==> src/core/dma_count_map.vh <==
// register map, field layout and widths for the dma count and bulk block
`ifndef DMA_COUNT_MAP_VH
`define DMA_COUNT_MAP_VH

// byte register addresses on the microcontroller bus
`define ADDR_CH1_RD_PTR_LOW 16'hFFB6
`define ADDR_CH1_RD_PTR_HIGH 16'hFFB5
`define ADDR_CH1_WR_PTR_HIGH 16'hFFB7
`define ADDR_CH1_WR_PTR_LOW 16'hFFB8
`define ADDR_CH0_RD_PTR_HIGH 16'hFFB9
`define ADDR_CH0_RD_PTR_LOW 16'hFFBA
`define ADDR_CH0_WR_PTR_HIGH 16'hFFBB
`define ADDR_CH0_WR_PTR_LOW 16'hFFBC
`define ADDR_CH0_FILL_HIGH 16'hFFEC
`define ADDR_BULK_COUNT_HIGH 16'hFFF1
`define ADDR_BULK_COUNT_LOW 16'hFFF2
`define ADDR_CH1_FILL_HIGH 16'hFFF4
`define ADDR_BULK_CONTROL 16'hFFC0
`define ADDR_BULK_STATUS 16'hFFC1

// widths
`define BUS_ADDR_W 16
`define BYTE_W 8
`define PTR_W 11
`define COUNT_W 16
`define FIFO_W 9
`define FIFO_DEPTH 16
`define FIFO_AW 4

// reset values
`define RESET_BYTE 8'h00
`define RESET_PTR 11'h000
`define RESET_COUNT 16'h0000
`define UNMAPPED_READ 8'h00

// field positions
`define LOW_BYTE_MSB 7
`define LOW_BYTE_LSB 0
`define HIGH_BYTE_MSB 15
`define HIGH_BYTE_LSB 8
`define PTR_HIGH_MSB 10
`define PTR_HIGH_LSB 8
`define PTR_HIGH_W 3
`define PTR_RSVD_W 5
`define FIFO_LAST_BIT 8

// bulk control and status bits
`define CTRL_ENABLE_BIT 0
`define CTRL_HANDSHAKE_BIT 1
`define STAT_ENABLE_BIT 0
`define STAT_HANDSHAKE_BIT 1
`define STAT_FIFO_EMPTY_BIT 2
`define STAT_FIFO_FULL_BIT 3
`define STAT_IN_DONE_BIT 4
`define STAT_COUNT_ZERO_BIT 5

`endif

==> src/core/bulk_word_fifo.v <==
// word fifo with registered read data and valid/ready on both sides
module bulk_word_fifo #(
  parameter WIDTH = 9,
  parameter DEPTH = 16,
  parameter AW = 4
) (
  // clock and reset
  input wire clk_sys_in,
  input wire arst_n_in,
  // fill side
  input wire [WIDTH-1:0] in_data_in,
  input wire in_valid_in,
  output wire in_ready_out,
  // drain side
  output wire [WIDTH-1:0] out_data_out,
  output wire out_valid_out,
  input wire out_ready_in,
  // state
  output wire empty_out,
  output wire full_out
);
  reg [WIDTH-1:0] mem [0:DEPTH-1];
  reg [AW-1:0] wr_ptr_reg;
  reg [AW-1:0] rd_ptr_reg;
  reg [AW:0] count_reg;
  reg [WIDTH-1:0] out_data_reg;
  reg out_valid_reg;
  wire push;
  wire pop;

  assign in_ready_out = (count_reg != DEPTH[AW:0]);
  assign push = in_valid_in && in_ready_out;
  // head word moves into the output register when it is free or being taken
  assign pop = (count_reg != {(AW+1){1'b0}}) && (!out_valid_reg || out_ready_in);
  assign out_data_out = out_data_reg;
  assign out_valid_out = out_valid_reg;
  assign empty_out = !out_valid_reg && (count_reg == {(AW+1){1'b0}});
  assign full_out = !in_ready_out;

  always @(posedge clk_sys_in) begin
    if (push) begin
      mem[wr_ptr_reg] <= in_data_in;
    end
  end

  always @(posedge clk_sys_in or negedge arst_n_in) begin
    if (!arst_n_in) begin
      wr_ptr_reg <= {AW{1'b0}};
      rd_ptr_reg <= {AW{1'b0}};
      count_reg <= {(AW+1){1'b0}};
      out_data_reg <= {WIDTH{1'b0}};
      out_valid_reg <= 1'b0;
    end else begin
      if (push) begin
        wr_ptr_reg <= wr_ptr_reg + 1'b1;
      end
      if (pop) begin
        rd_ptr_reg <= rd_ptr_reg + 1'b1;
        out_data_reg <= mem[rd_ptr_reg];
        out_valid_reg <= 1'b1;
      end else if (out_ready_in) begin
        out_valid_reg <= 1'b0;
      end
      if (push && !pop) begin
        count_reg <= count_reg + 1'b1;
      end else if (pop && !push) begin
        count_reg <= count_reg - 1'b1;
      end
    end
  end
endmodule // bulk_word_fifo

==> src/core/dma_iso_fill_and_bulk_count.v <==
// dma iso fill snapshot, pointer mirrors and bulk packet counting
//
// What this block does
// - per channel fill level high byte, read-only
// - fill count sampled each frame start, held
// - sixteen-bit bulk count over two byte registers
// - counter handles up to 64K bulk packets
// - bulk count readable anytime, writable, resets zero
// - write pointer low byte, read-only, resets zero
// - write pointer bits 10:8 in high byte
// - per channel read pointer low byte, read-only
// - read and write pointers share 11-bit space
// - read pointer bits 10:8 in high byte
// - handshake mode: one packet, self-disable, interrupt
//
// The strobed register port was left to the implementer.
`include "dma_count_map.vh"

module dma_iso_fill_and_bulk_count (
  // clock and reset
  input wire clk_sys_in,
  input wire arst_n_in,
  // microcontroller register port
  input wire [`BUS_ADDR_W-1:0] reg_addr_in,
  input wire [`BYTE_W-1:0] reg_wr_data_in,
  input wire reg_wr_in,
  input wire reg_rd_in,
  output wire [`BYTE_W-1:0] reg_rd_data_out,
  // usb buffer manager, same clock
  input wire usb_sof_in,
  input wire [`PTR_W-1:0] ch0_buffer_manager_write_pointer_in,
  input wire [`PTR_W-1:0] ch1_buffer_manager_write_pointer_in,
  // iso bytes consumed by the codec side dma, one pulse per byte
  input wire ch0_iso_byte_taken_in,
  input wire ch1_iso_byte_taken_in,
  output wire [`PTR_W-1:0] ch0_dma_read_pointer_out,
  output wire [`PTR_W-1:0] ch1_dma_read_pointer_out,
  // bulk out stream from the usb buffer manager
  input wire [`BYTE_W-1:0] bulk_data_in,
  input wire bulk_last_in,
  input wire bulk_valid_in,
  output wire bulk_ready_out,
  // bulk out stream toward the codec port
  output wire [`BYTE_W-1:0] cport_data_out,
  output wire cport_last_out,
  output wire cport_valid_out,
  input wire cport_ready_in,
  // packet done request to the microcontroller
  output wire bulk_packet_done_out
);

  // registers
  reg [`PTR_W-1:0] ch0_write_pointer_reg;
  reg [`PTR_W-1:0] ch1_write_pointer_reg;
  reg [`PTR_W-1:0] ch0_read_pointer_reg;
  reg [`PTR_W-1:0] ch1_read_pointer_reg;
  reg [`BYTE_W-1:0] ch0_fill_high_reg;
  reg [`BYTE_W-1:0] ch1_fill_high_reg;
  reg [`COUNT_W-1:0] bulk_packets_remaining_reg;
  reg [`COUNT_W-1:0] bulk_packets_remaining_next;
  reg channel_enable_reg;
  reg channel_enable_next;
  reg handshake_mode_enable_reg;
  reg in_packet_done_reg;
  reg in_packet_done_next;
  reg packet_done_reg;
  reg [`BYTE_W-1:0] rd_data_reg;
  reg [`BYTE_W-1:0] rd_data_next;

  // fifo wiring
  wire [`FIFO_W-1:0] fifo_in_word;
  wire [`FIFO_W-1:0] fifo_out_word;
  wire fifo_in_valid;
  wire fifo_in_ready;
  wire fifo_out_valid;
  wire fifo_out_ready;
  wire fifo_empty;
  wire fifo_full;

  // decoded bus events
  wire wr_control;
  wire wr_count_low;
  wire wr_count_high;
  wire in_last_taken;
  wire out_last_taken;

  // occupancy of the iso buffer in bytes; both pointers live in one
  // 11-bit space, so the plain difference wraps correctly
  function [`BYTE_W-1:0] fill_high;
    input [`PTR_W-1:0] wr_ptr;
    input [`PTR_W-1:0] rd_ptr;
    reg [`COUNT_W-1:0] level;
    begin
      level = {{(`COUNT_W-`PTR_W){1'b0}}, wr_ptr - rd_ptr};
      fill_high = level[`HIGH_BYTE_MSB:`HIGH_BYTE_LSB];
    end
  endfunction

  // high byte of a pointer: bits 10:8 in 2:0, reserved bits read zero
  function [`BYTE_W-1:0] ptr_high;
    input [`PTR_W-1:0] ptr;
    begin
      ptr_high = {{`PTR_RSVD_W{1'b0}}, ptr[`PTR_HIGH_MSB:`PTR_HIGH_LSB]};
    end
  endfunction

  function [`BYTE_W-1:0] ptr_low;
    input [`PTR_W-1:0] ptr;
    begin
      ptr_low = ptr[`LOW_BYTE_MSB:`LOW_BYTE_LSB];
    end
  endfunction

  function reg_hit;
    input [`BUS_ADDR_W-1:0] addr;
    input [`BUS_ADDR_W-1:0] target;
    begin
      reg_hit = (addr == target);
    end
  endfunction

  assign wr_control = reg_wr_in && reg_hit(reg_addr_in, `ADDR_BULK_CONTROL);
  assign wr_count_low = reg_wr_in && reg_hit(reg_addr_in, `ADDR_BULK_COUNT_LOW);
  assign wr_count_high = reg_wr_in && reg_hit(reg_addr_in, `ADDR_BULK_COUNT_HIGH);

  // ------------------------------------------------------------------
  // iso pointers and fill snapshot
  // ------------------------------------------------------------------

  // write pointers are mirrored one cycle behind the buffer manager so
  // the bus read and the fill snapshot see a stable flop value
  always @(posedge clk_sys_in or negedge arst_n_in) begin
    if (!arst_n_in) begin
      ch0_write_pointer_reg <= `RESET_PTR;
      ch1_write_pointer_reg <= `RESET_PTR;
    end else begin
      ch0_write_pointer_reg <= ch0_buffer_manager_write_pointer_in;
      ch1_write_pointer_reg <= ch1_buffer_manager_write_pointer_in;
    end
  end

  // read pointers advance once per consumed byte and wrap at 2048
  always @(posedge clk_sys_in or negedge arst_n_in) begin
    if (!arst_n_in) begin
      ch0_read_pointer_reg <= `RESET_PTR;
      ch1_read_pointer_reg <= `RESET_PTR;
    end else begin
      if (ch0_iso_byte_taken_in) begin
        ch0_read_pointer_reg <= ch0_read_pointer_reg + 1'b1;
      end
      if (ch1_iso_byte_taken_in) begin
        ch1_read_pointer_reg <= ch1_read_pointer_reg + 1'b1;
      end
    end
  end

  assign ch0_dma_read_pointer_out = ch0_read_pointer_reg;
  assign ch1_dma_read_pointer_out = ch1_read_pointer_reg;

  // snapshot only at frame start; the value is frozen for the frame so
  // firmware never sees a count that is mid-update
  always @(posedge clk_sys_in or negedge arst_n_in) begin
    if (!arst_n_in) begin
      ch0_fill_high_reg <= `RESET_BYTE;
      ch1_fill_high_reg <= `RESET_BYTE;
    end else if (usb_sof_in) begin
      ch0_fill_high_reg <= fill_high(ch0_write_pointer_reg,
        ch0_read_pointer_reg);
      ch1_fill_high_reg <= fill_high(ch1_write_pointer_reg,
        ch1_read_pointer_reg);
    end
  end

  // ------------------------------------------------------------------
  // bulk out path
  // ------------------------------------------------------------------

  // in handshake mode the fill side closes after one packet's last word
  // so a second packet waits in the buffer manager, not in our fifo
  assign fifo_in_word = {bulk_last_in, bulk_data_in};
  assign fifo_in_valid = bulk_valid_in && channel_enable_reg && !in_packet_done_reg;
  assign bulk_ready_out = fifo_in_ready && channel_enable_reg && !in_packet_done_reg;
  assign in_last_taken = fifo_in_valid && fifo_in_ready && bulk_last_in;

  assign cport_valid_out = fifo_out_valid && channel_enable_reg;
  assign fifo_out_ready = cport_ready_in && channel_enable_reg;
  assign cport_data_out = fifo_out_word[`LOW_BYTE_MSB:`LOW_BYTE_LSB];
  assign cport_last_out = fifo_out_word[`FIFO_LAST_BIT];
  assign out_last_taken = cport_valid_out && cport_ready_in && cport_last_out;

  bulk_word_fifo #(
    .WIDTH(`FIFO_W),
    .DEPTH(`FIFO_DEPTH),
    .AW(`FIFO_AW)
  ) u_bulk_fifo (
    .clk_sys_in(clk_sys_in),
    .arst_n_in(arst_n_in),
    .in_data_in(fifo_in_word),
    .in_valid_in(fifo_in_valid),
    .in_ready_out(fifo_in_ready),
    .out_data_out(fifo_out_word),
    .out_valid_out(fifo_out_valid),
    .out_ready_in(fifo_out_ready),
    .empty_out(fifo_empty),
    .full_out(fifo_full)
  );

  // enable, input-closed flag and packet counter next values
  always @* begin
    channel_enable_next = channel_enable_reg;
    in_packet_done_next = in_packet_done_reg;
    bulk_packets_remaining_next = bulk_packets_remaining_reg;
    if (handshake_mode_enable_reg && in_last_taken) begin
      in_packet_done_next = 1'b1;
    end
    if (handshake_mode_enable_reg && out_last_taken) begin
      channel_enable_next = 1'b0;
      in_packet_done_next = 1'b0;
      bulk_packets_remaining_next = bulk_packets_remaining_reg - 1'b1;
    end
    // a software byte load wins over the hardware decrement in the same cycle for that byte; the other byte takes the decrement
    if (wr_count_low) begin
      bulk_packets_remaining_next[`LOW_BYTE_MSB:`LOW_BYTE_LSB] = reg_wr_data_in;
      if (!(handshake_mode_enable_reg && out_last_taken)) begin
        bulk_packets_remaining_next[`HIGH_BYTE_MSB:`HIGH_BYTE_LSB] =
          bulk_packets_remaining_reg[`HIGH_BYTE_MSB:`HIGH_BYTE_LSB];
      end
    end
    if (wr_count_high) begin
      bulk_packets_remaining_next[`HIGH_BYTE_MSB:`HIGH_BYTE_LSB] = reg_wr_data_in;
      if (!(handshake_mode_enable_reg && out_last_taken)) begin
        bulk_packets_remaining_next[`LOW_BYTE_MSB:`LOW_BYTE_LSB] =
          bulk_packets_remaining_reg[`LOW_BYTE_MSB:`LOW_BYTE_LSB];
      end
    end
    // software setting the enable re-opens the fill side for a packet
    if (wr_control) begin
      channel_enable_next = reg_wr_data_in[`CTRL_ENABLE_BIT];
      if (reg_wr_data_in[`CTRL_ENABLE_BIT] && !in_last_taken) begin
        in_packet_done_next = 1'b0;
      end
    end
  end

  always @(posedge clk_sys_in or negedge arst_n_in) begin
    if (!arst_n_in) begin
      channel_enable_reg <= 1'b0;
      handshake_mode_enable_reg <= 1'b0;
      in_packet_done_reg <= 1'b0;
      bulk_packets_remaining_reg <= `RESET_COUNT;
      packet_done_reg <= 1'b0;
    end else begin
      channel_enable_reg <= channel_enable_next;
      in_packet_done_reg <= in_packet_done_next;
      bulk_packets_remaining_reg <= bulk_packets_remaining_next;
      if (wr_control) begin
        handshake_mode_enable_reg <= reg_wr_data_in[`CTRL_HANDSHAKE_BIT];
      end
      packet_done_reg <= handshake_mode_enable_reg && out_last_taken;
    end
  end

  // registered so the request is a clean one-cycle pulse for the mcu
  assign bulk_packet_done_out = packet_done_reg;

  // ------------------------------------------------------------------
  // register read
  // ------------------------------------------------------------------

  // reads have no side effects, so firmware may poll at any time
  always @* begin
    rd_data_next = `UNMAPPED_READ;
    if (reg_rd_in) begin
      case (reg_addr_in)
        `ADDR_CH0_FILL_HIGH: begin
          rd_data_next = ch0_fill_high_reg;
        end
        `ADDR_CH1_FILL_HIGH: begin
          rd_data_next = ch1_fill_high_reg;
        end
        `ADDR_BULK_COUNT_LOW: begin
          rd_data_next = bulk_packets_remaining_reg[`LOW_BYTE_MSB:`LOW_BYTE_LSB];
        end
        `ADDR_BULK_COUNT_HIGH: begin
          rd_data_next = bulk_packets_remaining_reg[`HIGH_BYTE_MSB:`HIGH_BYTE_LSB];
        end
        `ADDR_CH0_WR_PTR_LOW: begin
          rd_data_next = ptr_low(ch0_write_pointer_reg);
        end
        `ADDR_CH1_WR_PTR_LOW: begin
          rd_data_next = ptr_low(ch1_write_pointer_reg);
        end
        `ADDR_CH0_WR_PTR_HIGH: begin
          rd_data_next = ptr_high(ch0_write_pointer_reg);
        end
        `ADDR_CH1_WR_PTR_HIGH: begin
          rd_data_next = ptr_high(ch1_write_pointer_reg);
        end
        `ADDR_CH0_RD_PTR_LOW: begin
          rd_data_next = ptr_low(ch0_read_pointer_reg);
        end
        `ADDR_CH1_RD_PTR_LOW: begin
          rd_data_next = ptr_low(ch1_read_pointer_reg);
        end
        `ADDR_CH0_RD_PTR_HIGH: begin
          rd_data_next = ptr_high(ch0_read_pointer_reg);
        end
        `ADDR_CH1_RD_PTR_HIGH: begin
          rd_data_next = ptr_high(ch1_read_pointer_reg);
        end
        `ADDR_BULK_CONTROL: begin
          rd_data_next[`CTRL_ENABLE_BIT] = channel_enable_reg;
          rd_data_next[`CTRL_HANDSHAKE_BIT] = handshake_mode_enable_reg;
        end
        `ADDR_BULK_STATUS: begin
          rd_data_next[`STAT_ENABLE_BIT] = channel_enable_reg;
          rd_data_next[`STAT_HANDSHAKE_BIT] = handshake_mode_enable_reg;
          rd_data_next[`STAT_FIFO_EMPTY_BIT] = fifo_empty;
          rd_data_next[`STAT_FIFO_FULL_BIT] = fifo_full;
          rd_data_next[`STAT_IN_DONE_BIT] = in_packet_done_reg;
          rd_data_next[`STAT_COUNT_ZERO_BIT] =
            (bulk_packets_remaining_reg == `RESET_COUNT);
        end
        default: begin
          rd_data_next = `UNMAPPED_READ;
        end
      endcase
    end
  end

  // data stands only in the cycle after the strobe, zero otherwise
  always @(posedge clk_sys_in or negedge arst_n_in) begin
    if (!arst_n_in) begin
      rd_data_reg <= `RESET_BYTE;
    end else begin
      rd_data_reg <= rd_data_next;
    end
  end

  assign reg_rd_data_out = rd_data_reg;

endmodule // dma_iso_fill_and_bulk_count

==> config.mk <==
export PLATFORM = sky130hd
export DESIGN_NAME = dma_iso_fill_and_bulk_count
export DESIGN_NICKNAME = d
export VERILOG_FILES = /design/src/core/bulk_word_fifo.v /design/src/core/dma_iso_fill_and_bulk_count.v
export VERILOG_INCLUDE_DIRS = /design/src /design/src/core
export SDC_FILE = /design/constraint.sdc
export NUM_CORES = 1
export LEC_CHECK = 0
export BUFFER_PORTS_ARGS = -buffer_cell sky130_fd_sc_hd__buf_2
export CAP_MARGIN = 5
export CORE_MARGIN = 2
export CORE_UTILIZATION = 45
export CTS_BUF_LIST = sky130_fd_sc_hd__clkbuf_8 sky130_fd_sc_hd__clkbuf_16
export DETAILED_ROUTE_END_ITERATION = 7
export PLACE_DENSITY_LB_ADDON = 0.08
export SLEW_MARGIN = 20
export SYNTH_ARGS = -nofsm -noshare
export SYNTH_HDL_FRONTEND = slang
export SYNTH_SLANG_ARGS = --single-unit
==> constraint.sdc <==
create_clock -name clk_sys_in -period 7.38 [get_ports clk_sys_in]
set_input_delay 1.476 -clock clk_sys_in [delete_from_list [all_inputs] [get_ports clk_sys_in]]
set_output_delay 1.476 -clock clk_sys_in [all_outputs]
set_load 0.1 [all_outputs]
# Yosys cells after proc, flatten, opt, wreduce, memory -nomap -nowiden
# Memory sizes are Yosys's and may differ from the RTL's. A register that Yosys moved wholly into a read port is not among the register bits.
# Index checks and enable logic that the tools add are counted.
op_classes:
  addsub: 9
  eq_ne: 17
  n_mux: 21
  n_reduce_logical: 35
ops:
  columns: ["cell", "count"]
  rows:
  - ["== test 16 bit (second input constant)", 14]
  - ["case mux 4 bit (13 select lines)", 1]
  - ["two-way mux 16 bit", 3]
  - ["case mux 2 bit (13 select lines)", 1]
  - ["two-way mux 8 bit", 3]
  - ["adder 11 x 1 -> 11 bit (second input constant)", 2]
  - ["subtractor 11 bit", 2]
  - ["logical AND 1 bit", 20]
  - ["zero test 16 bit", 1]
  - ["subtractor 16 x 1 -> 16 bit (second input constant)", 1]
  - ["case mux 2 bit (6 select lines)", 1]
  - ["two-way mux 1 bit", 10]
  - ["two-way mux 5 bit", 2]
  - ["adder 4 x 1 -> 4 bit (second input constant)", 2]
  - ["zero test 1 bit", 7]
  - ["nonzero test 2 bit", 3]
  - ["adder 5 x 1 -> 5 bit (second input constant)", 1]
  - ["zero test 5 bit", 1]
  - ["inequality test 5 bit (second input constant)", 1]
  - ["nonzero test 5 bit", 1]
  - ["subtractor 5 x 1 -> 5 bit (second input constant)", 1]
  - ["inequality test 3 x 1 -> 1 bit (second input constant)", 1]
  - ["inequality test 2 x 1 -> 1 bit (second input constant)", 1]
  - ["OR reduction 2 bit", 1]
  - ["logical OR 1 bit", 1]
word_totals:
  reg_bits: 92
  ramBits: 144
  in_bits: 64
  out_inout_bits: 42
  wordCells: 100
  memories: 1
memory_table:
  columns: ["name", "depth", "width", "read_ports", "rd_clocked_by_memory_dff", "write_ports", "line_no", "source"]
  rows:
  - ["u_bulk_fifo.mem", 16, 9, 1, 1, 1, "bulk_word_fifo.v:22", "reg [WIDTH-1:0] mem [0:DEPTH-1];"]

# Longest topological paths before layout
depth:
  depth_word: 9
  mapped_depth: 13
  mapped_depth_nobuf: 12

# Hierarchy
# Synthesis repeated with hierarchy kept, for this count alone.
unflattened:
  hier_cells: 775
  hier_area_um2: 11026.8
by_module_without_submodules:
  columns: ["module", "instances", "cells_per_inst", "area_per_inst_um2", "seq_area_each_um2"]
  rows:
  - ["bulk_word_fifo", 1, 343, 6697.7, 4899.7]
  - ["dma_iso_fill_and_bulk_count", 1, 432, 4329.2, 1951.9]

# Worst setup path after synthesis
# Ideal clock, no wire load.
synth_timing:
  kind: "in2reg"
  start: "in cport_ready_in"
  end: "reg u_bulk_fifo.count_reg[4]"
  setup_ns: 0.125
  arrival_ns: 3.428
  required_ns: 7.255
  slack_ns: 3.827
  cell_stages: 12
  path_buffers: 1
  cell_sequence: "nand2_1 -> a21oi_1 -> buf_2 -> inv_1 -> ha_1 -> inv_1 -> ha_1 -> a21o_1 -> a21oi_1 -> xnor2_1 -> nor2_1 -> xor2_1"
synth_between:
  elab_chain_cells: 6
  elab_cells_between_ends: 8
  cone_classes: "mux (1); reduce/logical (7)"
synth_lines:
  columns: ["element", "line_no", "source"]
  rows:
  - ["start: declaration", "dma_iso_fill_and_bulk_count.v:47", "input wire cport_ready_in,"]
  - ["logical AND 1 bit (*)", "dma_iso_fill_and_bulk_count.v:186", "assign fifo_out_ready = cport_ready_in && channel_enable_reg;"]
  - ["logical OR 1 bit (*)", "bulk_word_fifo.v:34", "assign pop = (count_reg != {(AW+1){1'b0}}) && (!out_valid_reg || out_ready_in);"]
  - ["logical AND 1 bit (*)", "bulk_word_fifo.v:34", null]
  - ["zero test 1 bit", "bulk_word_fifo.v:64", "if (push && !pop) begin"]
  - ["logical AND 1 bit", "bulk_word_fifo.v:64", null]
  - ["two-way mux 5 bit or nonzero test 2 bit (tied branches)", null, null]
  - ["end signal: assignment", "bulk_word_fifo.v:50", "count_reg <= {(AW+1){1'b0}};"]
  - ["end signal: assignment", "bulk_word_fifo.v:65", "count_reg <= count_reg + 1'b1;"]
  - ["end signal: assignment", "bulk_word_fifo.v:67", "count_reg <= count_reg - 1'b1;"]
  - ["end: declaration", "bulk_word_fifo.v:25", "reg [AW:0] count_reg;"]
# Every way passes the cells marked *; elsewhere a longest branch is shown, timed or not.
# A chain may end at the register's enable or synchronous reset.

# Final worst setup path
# Same ends and word-level chain as after synthesis.

==> summary.txt <==
Outcome
  • Status: complete, no violations

Place
  • GPL Wtd Cong: 0.893
  • Final HPWL DP: 18800 µm
  • IO buf count: 105
  • Placed cells: 1145

Routing
  • Routed len/inst: 22.2 µm
  • Initial DRC count: 446
  • Drt drc: 0
  • Total Wirelength: 26600 µm
  • Final ANT Viol Nets: 0
  • Vias: 6778
  • Vias per inst: 5.67
  • Drt first pass iters: 5

Clock network
  • Max clock buf depth: 3
  • Clk pin slew, worst setup/hold paths: 0.06 ns
  • Post-CTS setup buffers: 0
  • Root Buffer: clkbuf_16
  • Total CTS buffers: 27
  • Cts hold-fix bufs: 0
  • Clock Latency Late Sink: 0.54 ns
  • TritonCTS clock tree: built
  • TritonCTS Sinks: 245
  • Post-cts sizing count: 0
  • H-tree level count: 1

Die
  • CORE AREA: 23600 µm²
  • Die footprint: 25500 µm²
  • Vert. Die Dim: 160 µm
  • Die X: 160 µm
  • Ports: 106
  • Row count: 56
  • Starting Density: 46.2%

STA
  • Worst hold margin: 0.494 ns
  • Worst Tran Pin Value: 0.979 ns
  • RSZ-0062 raised after global routing: false
  • Final Skew: 0.00724 ns
  • Achievable frequency: 286 MHz
  • Final setup viols: 0
  • Final count of hold timing violations: 0
  • Final Max Slew Viols: 0
  • Setup TNS Final: 0 ns
  • Max-slew headroom: 34.4%
  • Fin crit period: 3.49 ns
  • Final period utilization: 47.3%

Critical path
  • Slowest cell on crit path: a21oi_2
  • Crit path buf inv count: 3
  • CP arrival: 3.92 ns
  • Family with the most delay on the worst path: compound AO/OA/AOI/OAI gates
  • Crit-path cells: buf_2, nand2_1, a21oi_2, inv_1, ha_1, inv_1, ha_1, a21o_1, a21oi_1, xnor2_1, nor2_1, xor2_1
  • Worst EP required: 7.80 ns
  • Crit-path max FO: 13
  • Worst r2r src: u_bulk_fifo.count_reg[0]
  • Critical Path Source: cport_ready_in
  • Reg2reg setup slack: 4.28 ns
  • Slowest stage delay, CP: 0.66 ns
  • Crit start category: input port
  • Worst r2r dst: u_bulk_fifo.count_reg[4]
  • Critical path class: in2reg
  • Reg2reg path depth: 12
  • Endpoint class of the critical path: flop

Power and ir drop
  • Leakage: 4.92 nW
  • PwrDens: 282 nW/µm²
  • Max VDD drop: 0.000280 V
  • Final Power: 3.58 mW

Global routing
  • Initial antenna violation count: 2
  • GRT Overall Usage: 21.1%
  • Pin count of the biggest net entering global routing: 79
  • GRT overflow: 0
  • Vias in the first global route: 7057
  • Global-route wire length before repair: 41600 µm

Finish
  • Nets: 950
  • Area Growth Syn to Fin: 16.3%
  • Max FFs per register: 144
  • Final Non-Filler Cells: 1196
  • Layout cells sized above 1: 25.9%
  • Util after Layout: 53.7%

Logic synthesis
  • Seq/Total Area, Yosys: 62.8%
  • Mapped Nets: 827
  • Synth Flop Type: edfxtp_1
  • Mapped Area: 10900 µm²
  • Avg Synthesized Cell Area: 14.9 µm²
  • Ys async rst share: 41.2%
  • Cell count after synthesis: 732
  • Number of flops mapped to enable cells by yosys: 144
  • Count of cell types in the netlist: 65
  • Flops & latches, synth: 245
  • Ys Warns: 0

Run
  • Max-cap viol count: 0

Hold path
  • Worst hold path cell count: 1
  • Startpoint of the worst hold path: u_bulk_fifo.count_reg[4]
  • Hold Crit Class: reg2reg
  • Worst hold endpoint: u_bulk_fifo.count_reg[4]
## routing by layer
metal  track usage (%)  vias up  wire length [µm]
li1                  -     3070                 -
met5                 0        -                13
met2              37.7      202             13600
met1              26.8     3446             10900
met4              6.28        2               916
met3              3.25       58              1220
## power by group
part	switching, mW	internal, mW	leakage (nW)	total [mW]
clock	0.532	0.769	0.463	1.30
combinational	0.497	0.153	1.90	0.651
sequential	0.114	1.51	2.55	1.63
total	1.14	2.44	4.92	3.58
## worst max path at each step
| stage | slack (ns) | end | cells after the start |
|---|---|---|---|
| 3_5_place_dp | 3.33 | u_bulk_fifo.count_reg[4] | 12 |
| 2_1_floorplan | 3.83 | u_bulk_fifo.count_reg[4] | 12 |
| 5_1_grt | 3.69 | u_bulk_fifo.count_reg[4] | 12 |
| 6_report | 3.89 | u_bulk_fifo.count_reg[4] | 12 |
| 3_3_place_gp | 3.43 | u_bulk_fifo.count_reg[4] | 12 |
| 4_1_cts | 3.87 | bulk_ready_out | 4 |
## placed cells by master (no fill, tap or decap), types with 6 or more instances in the layout
cell         n
a21oi_1     33
a22o_1       7
a31oi_1      6
a32o_1       6
buf_2      104
buf_4       11
clkbuf_16   27
clkinv_2     6
dfrtp_1    100
edfxtp_1   144
ha_1        30
inv_1       39
mux2_2      10
mux2_4       6
mux4_1       8
mux4_2      37
nand2_1     33
nand2b_1     8
nand3_1     20
nand4_1     13
nor2_1      50
nor2_2       6
nor3_1      15
nor4_1       8
o211ai_1     6
o21ai_0      8
xnor2_1     37
xor2_1      13
## through the flow
stage / setup slack [ns] / cell area [µm²]
after global placement: 3.43 / 11800
final: 3.89 / 12700
after global routing: 3.69 / 12700
after detailed placement: 3.33 / 11800
after CTS: 3.87 / 12700
after floorplan: 3.83 / 10900
## area by class of cell
type | count | area [µm²]
Antenna cell | 1 | 2.50
Timing Repair Buffer | 116 | 614
Multi-Input combinational cell | 434 | 3840
Clock buffer | 27 | 676
Tap cell | 319 | 399
Fill cell | 1974 | 10900
Inverter | 31 | 116
Sequential cell | 245 | 6850
Clock inverter | 23 | 189
## cells in the mapped netlist, drive strengths merged (2+ instances only)
| cell type | number | area share [%] |
|---|---|---|
| nor3b | 2 | 0.18 |
| o22a | 2 | 0.16 |
| nand4bb | 3 | 0.31 |
| and4bb | 2 | 0.23 |
| nand2 | 35 | 1.3 |
| nor4 | 8 | 0.46 |
| or3 | 4 | 0.28 |
| clkbuf | 7 | 0.24 |
| o311ai | 4 | 0.32 |
| o211ai | 6 | 0.41 |
| a31oi | 6 | 0.34 |
| nand4 | 13 | 0.75 |
| ha | 30 | 3.4 |
| buf | 15 | 0.96 |
| a32o | 6 | 0.55 |
| a21oi | 34 | 1.6 |
| a221oi | 4 | 0.32 |
| nor2 | 56 | 1.9 |
| mux2i | 4 | 0.37 |
| a211oi | 5 | 0.34 |
| a21o | 2 | 0.14 |
| a22o | 7 | 0.56 |
| inv | 30 | 1.0 |
| o22ai | 2 | 0.11 |
| o21ai | 8 | 0.37 |
| nand4b | 2 | 0.30 |
| nor2b | 4 | 0.23 |
| edfxtp | 144 | 40 |
| nand2b | 8 | 0.46 |
| a22oi | 5 | 0.34 |
| dfrtp | 101 | 23 |
| a211o | 2 | 0.16 |
| a222oi | 2 | 0.18 |
| mux4 | 45 | 9.6 |
| and2 | 2 | 0.11 |
| nor3 | 20 | 1.2 |
| xor2 | 13 | 1.0 |
| mux2 | 17 | 2.0 |
| xnor2 | 37 | 3.0 |
| a21boi | 2 | 0.14 |
| o21a | 2 | 0.14 |
| and3 | 2 | 0.11 |
| nand3 | 20 | 0.92 |
## kinds of logic after synthesis
| kind of cell | Yosys count | share of synthesized area, % |
|---|---|---|
| and+or+nand+nor | 185 | 8.98 |
| buffers and inverters | 53 | 2.27 |
| adders and majority gates | 31 | 3.62 |
| xor gates and xnor gates | 50 | 4.01 |
| AOI/OAI and AO/OA | 102 | 6.40 |
| DFF | 245 | 62.8 |
| muxes | 66 | 11.9 |
Note: power is estimated with default switching activity, not from simulation.
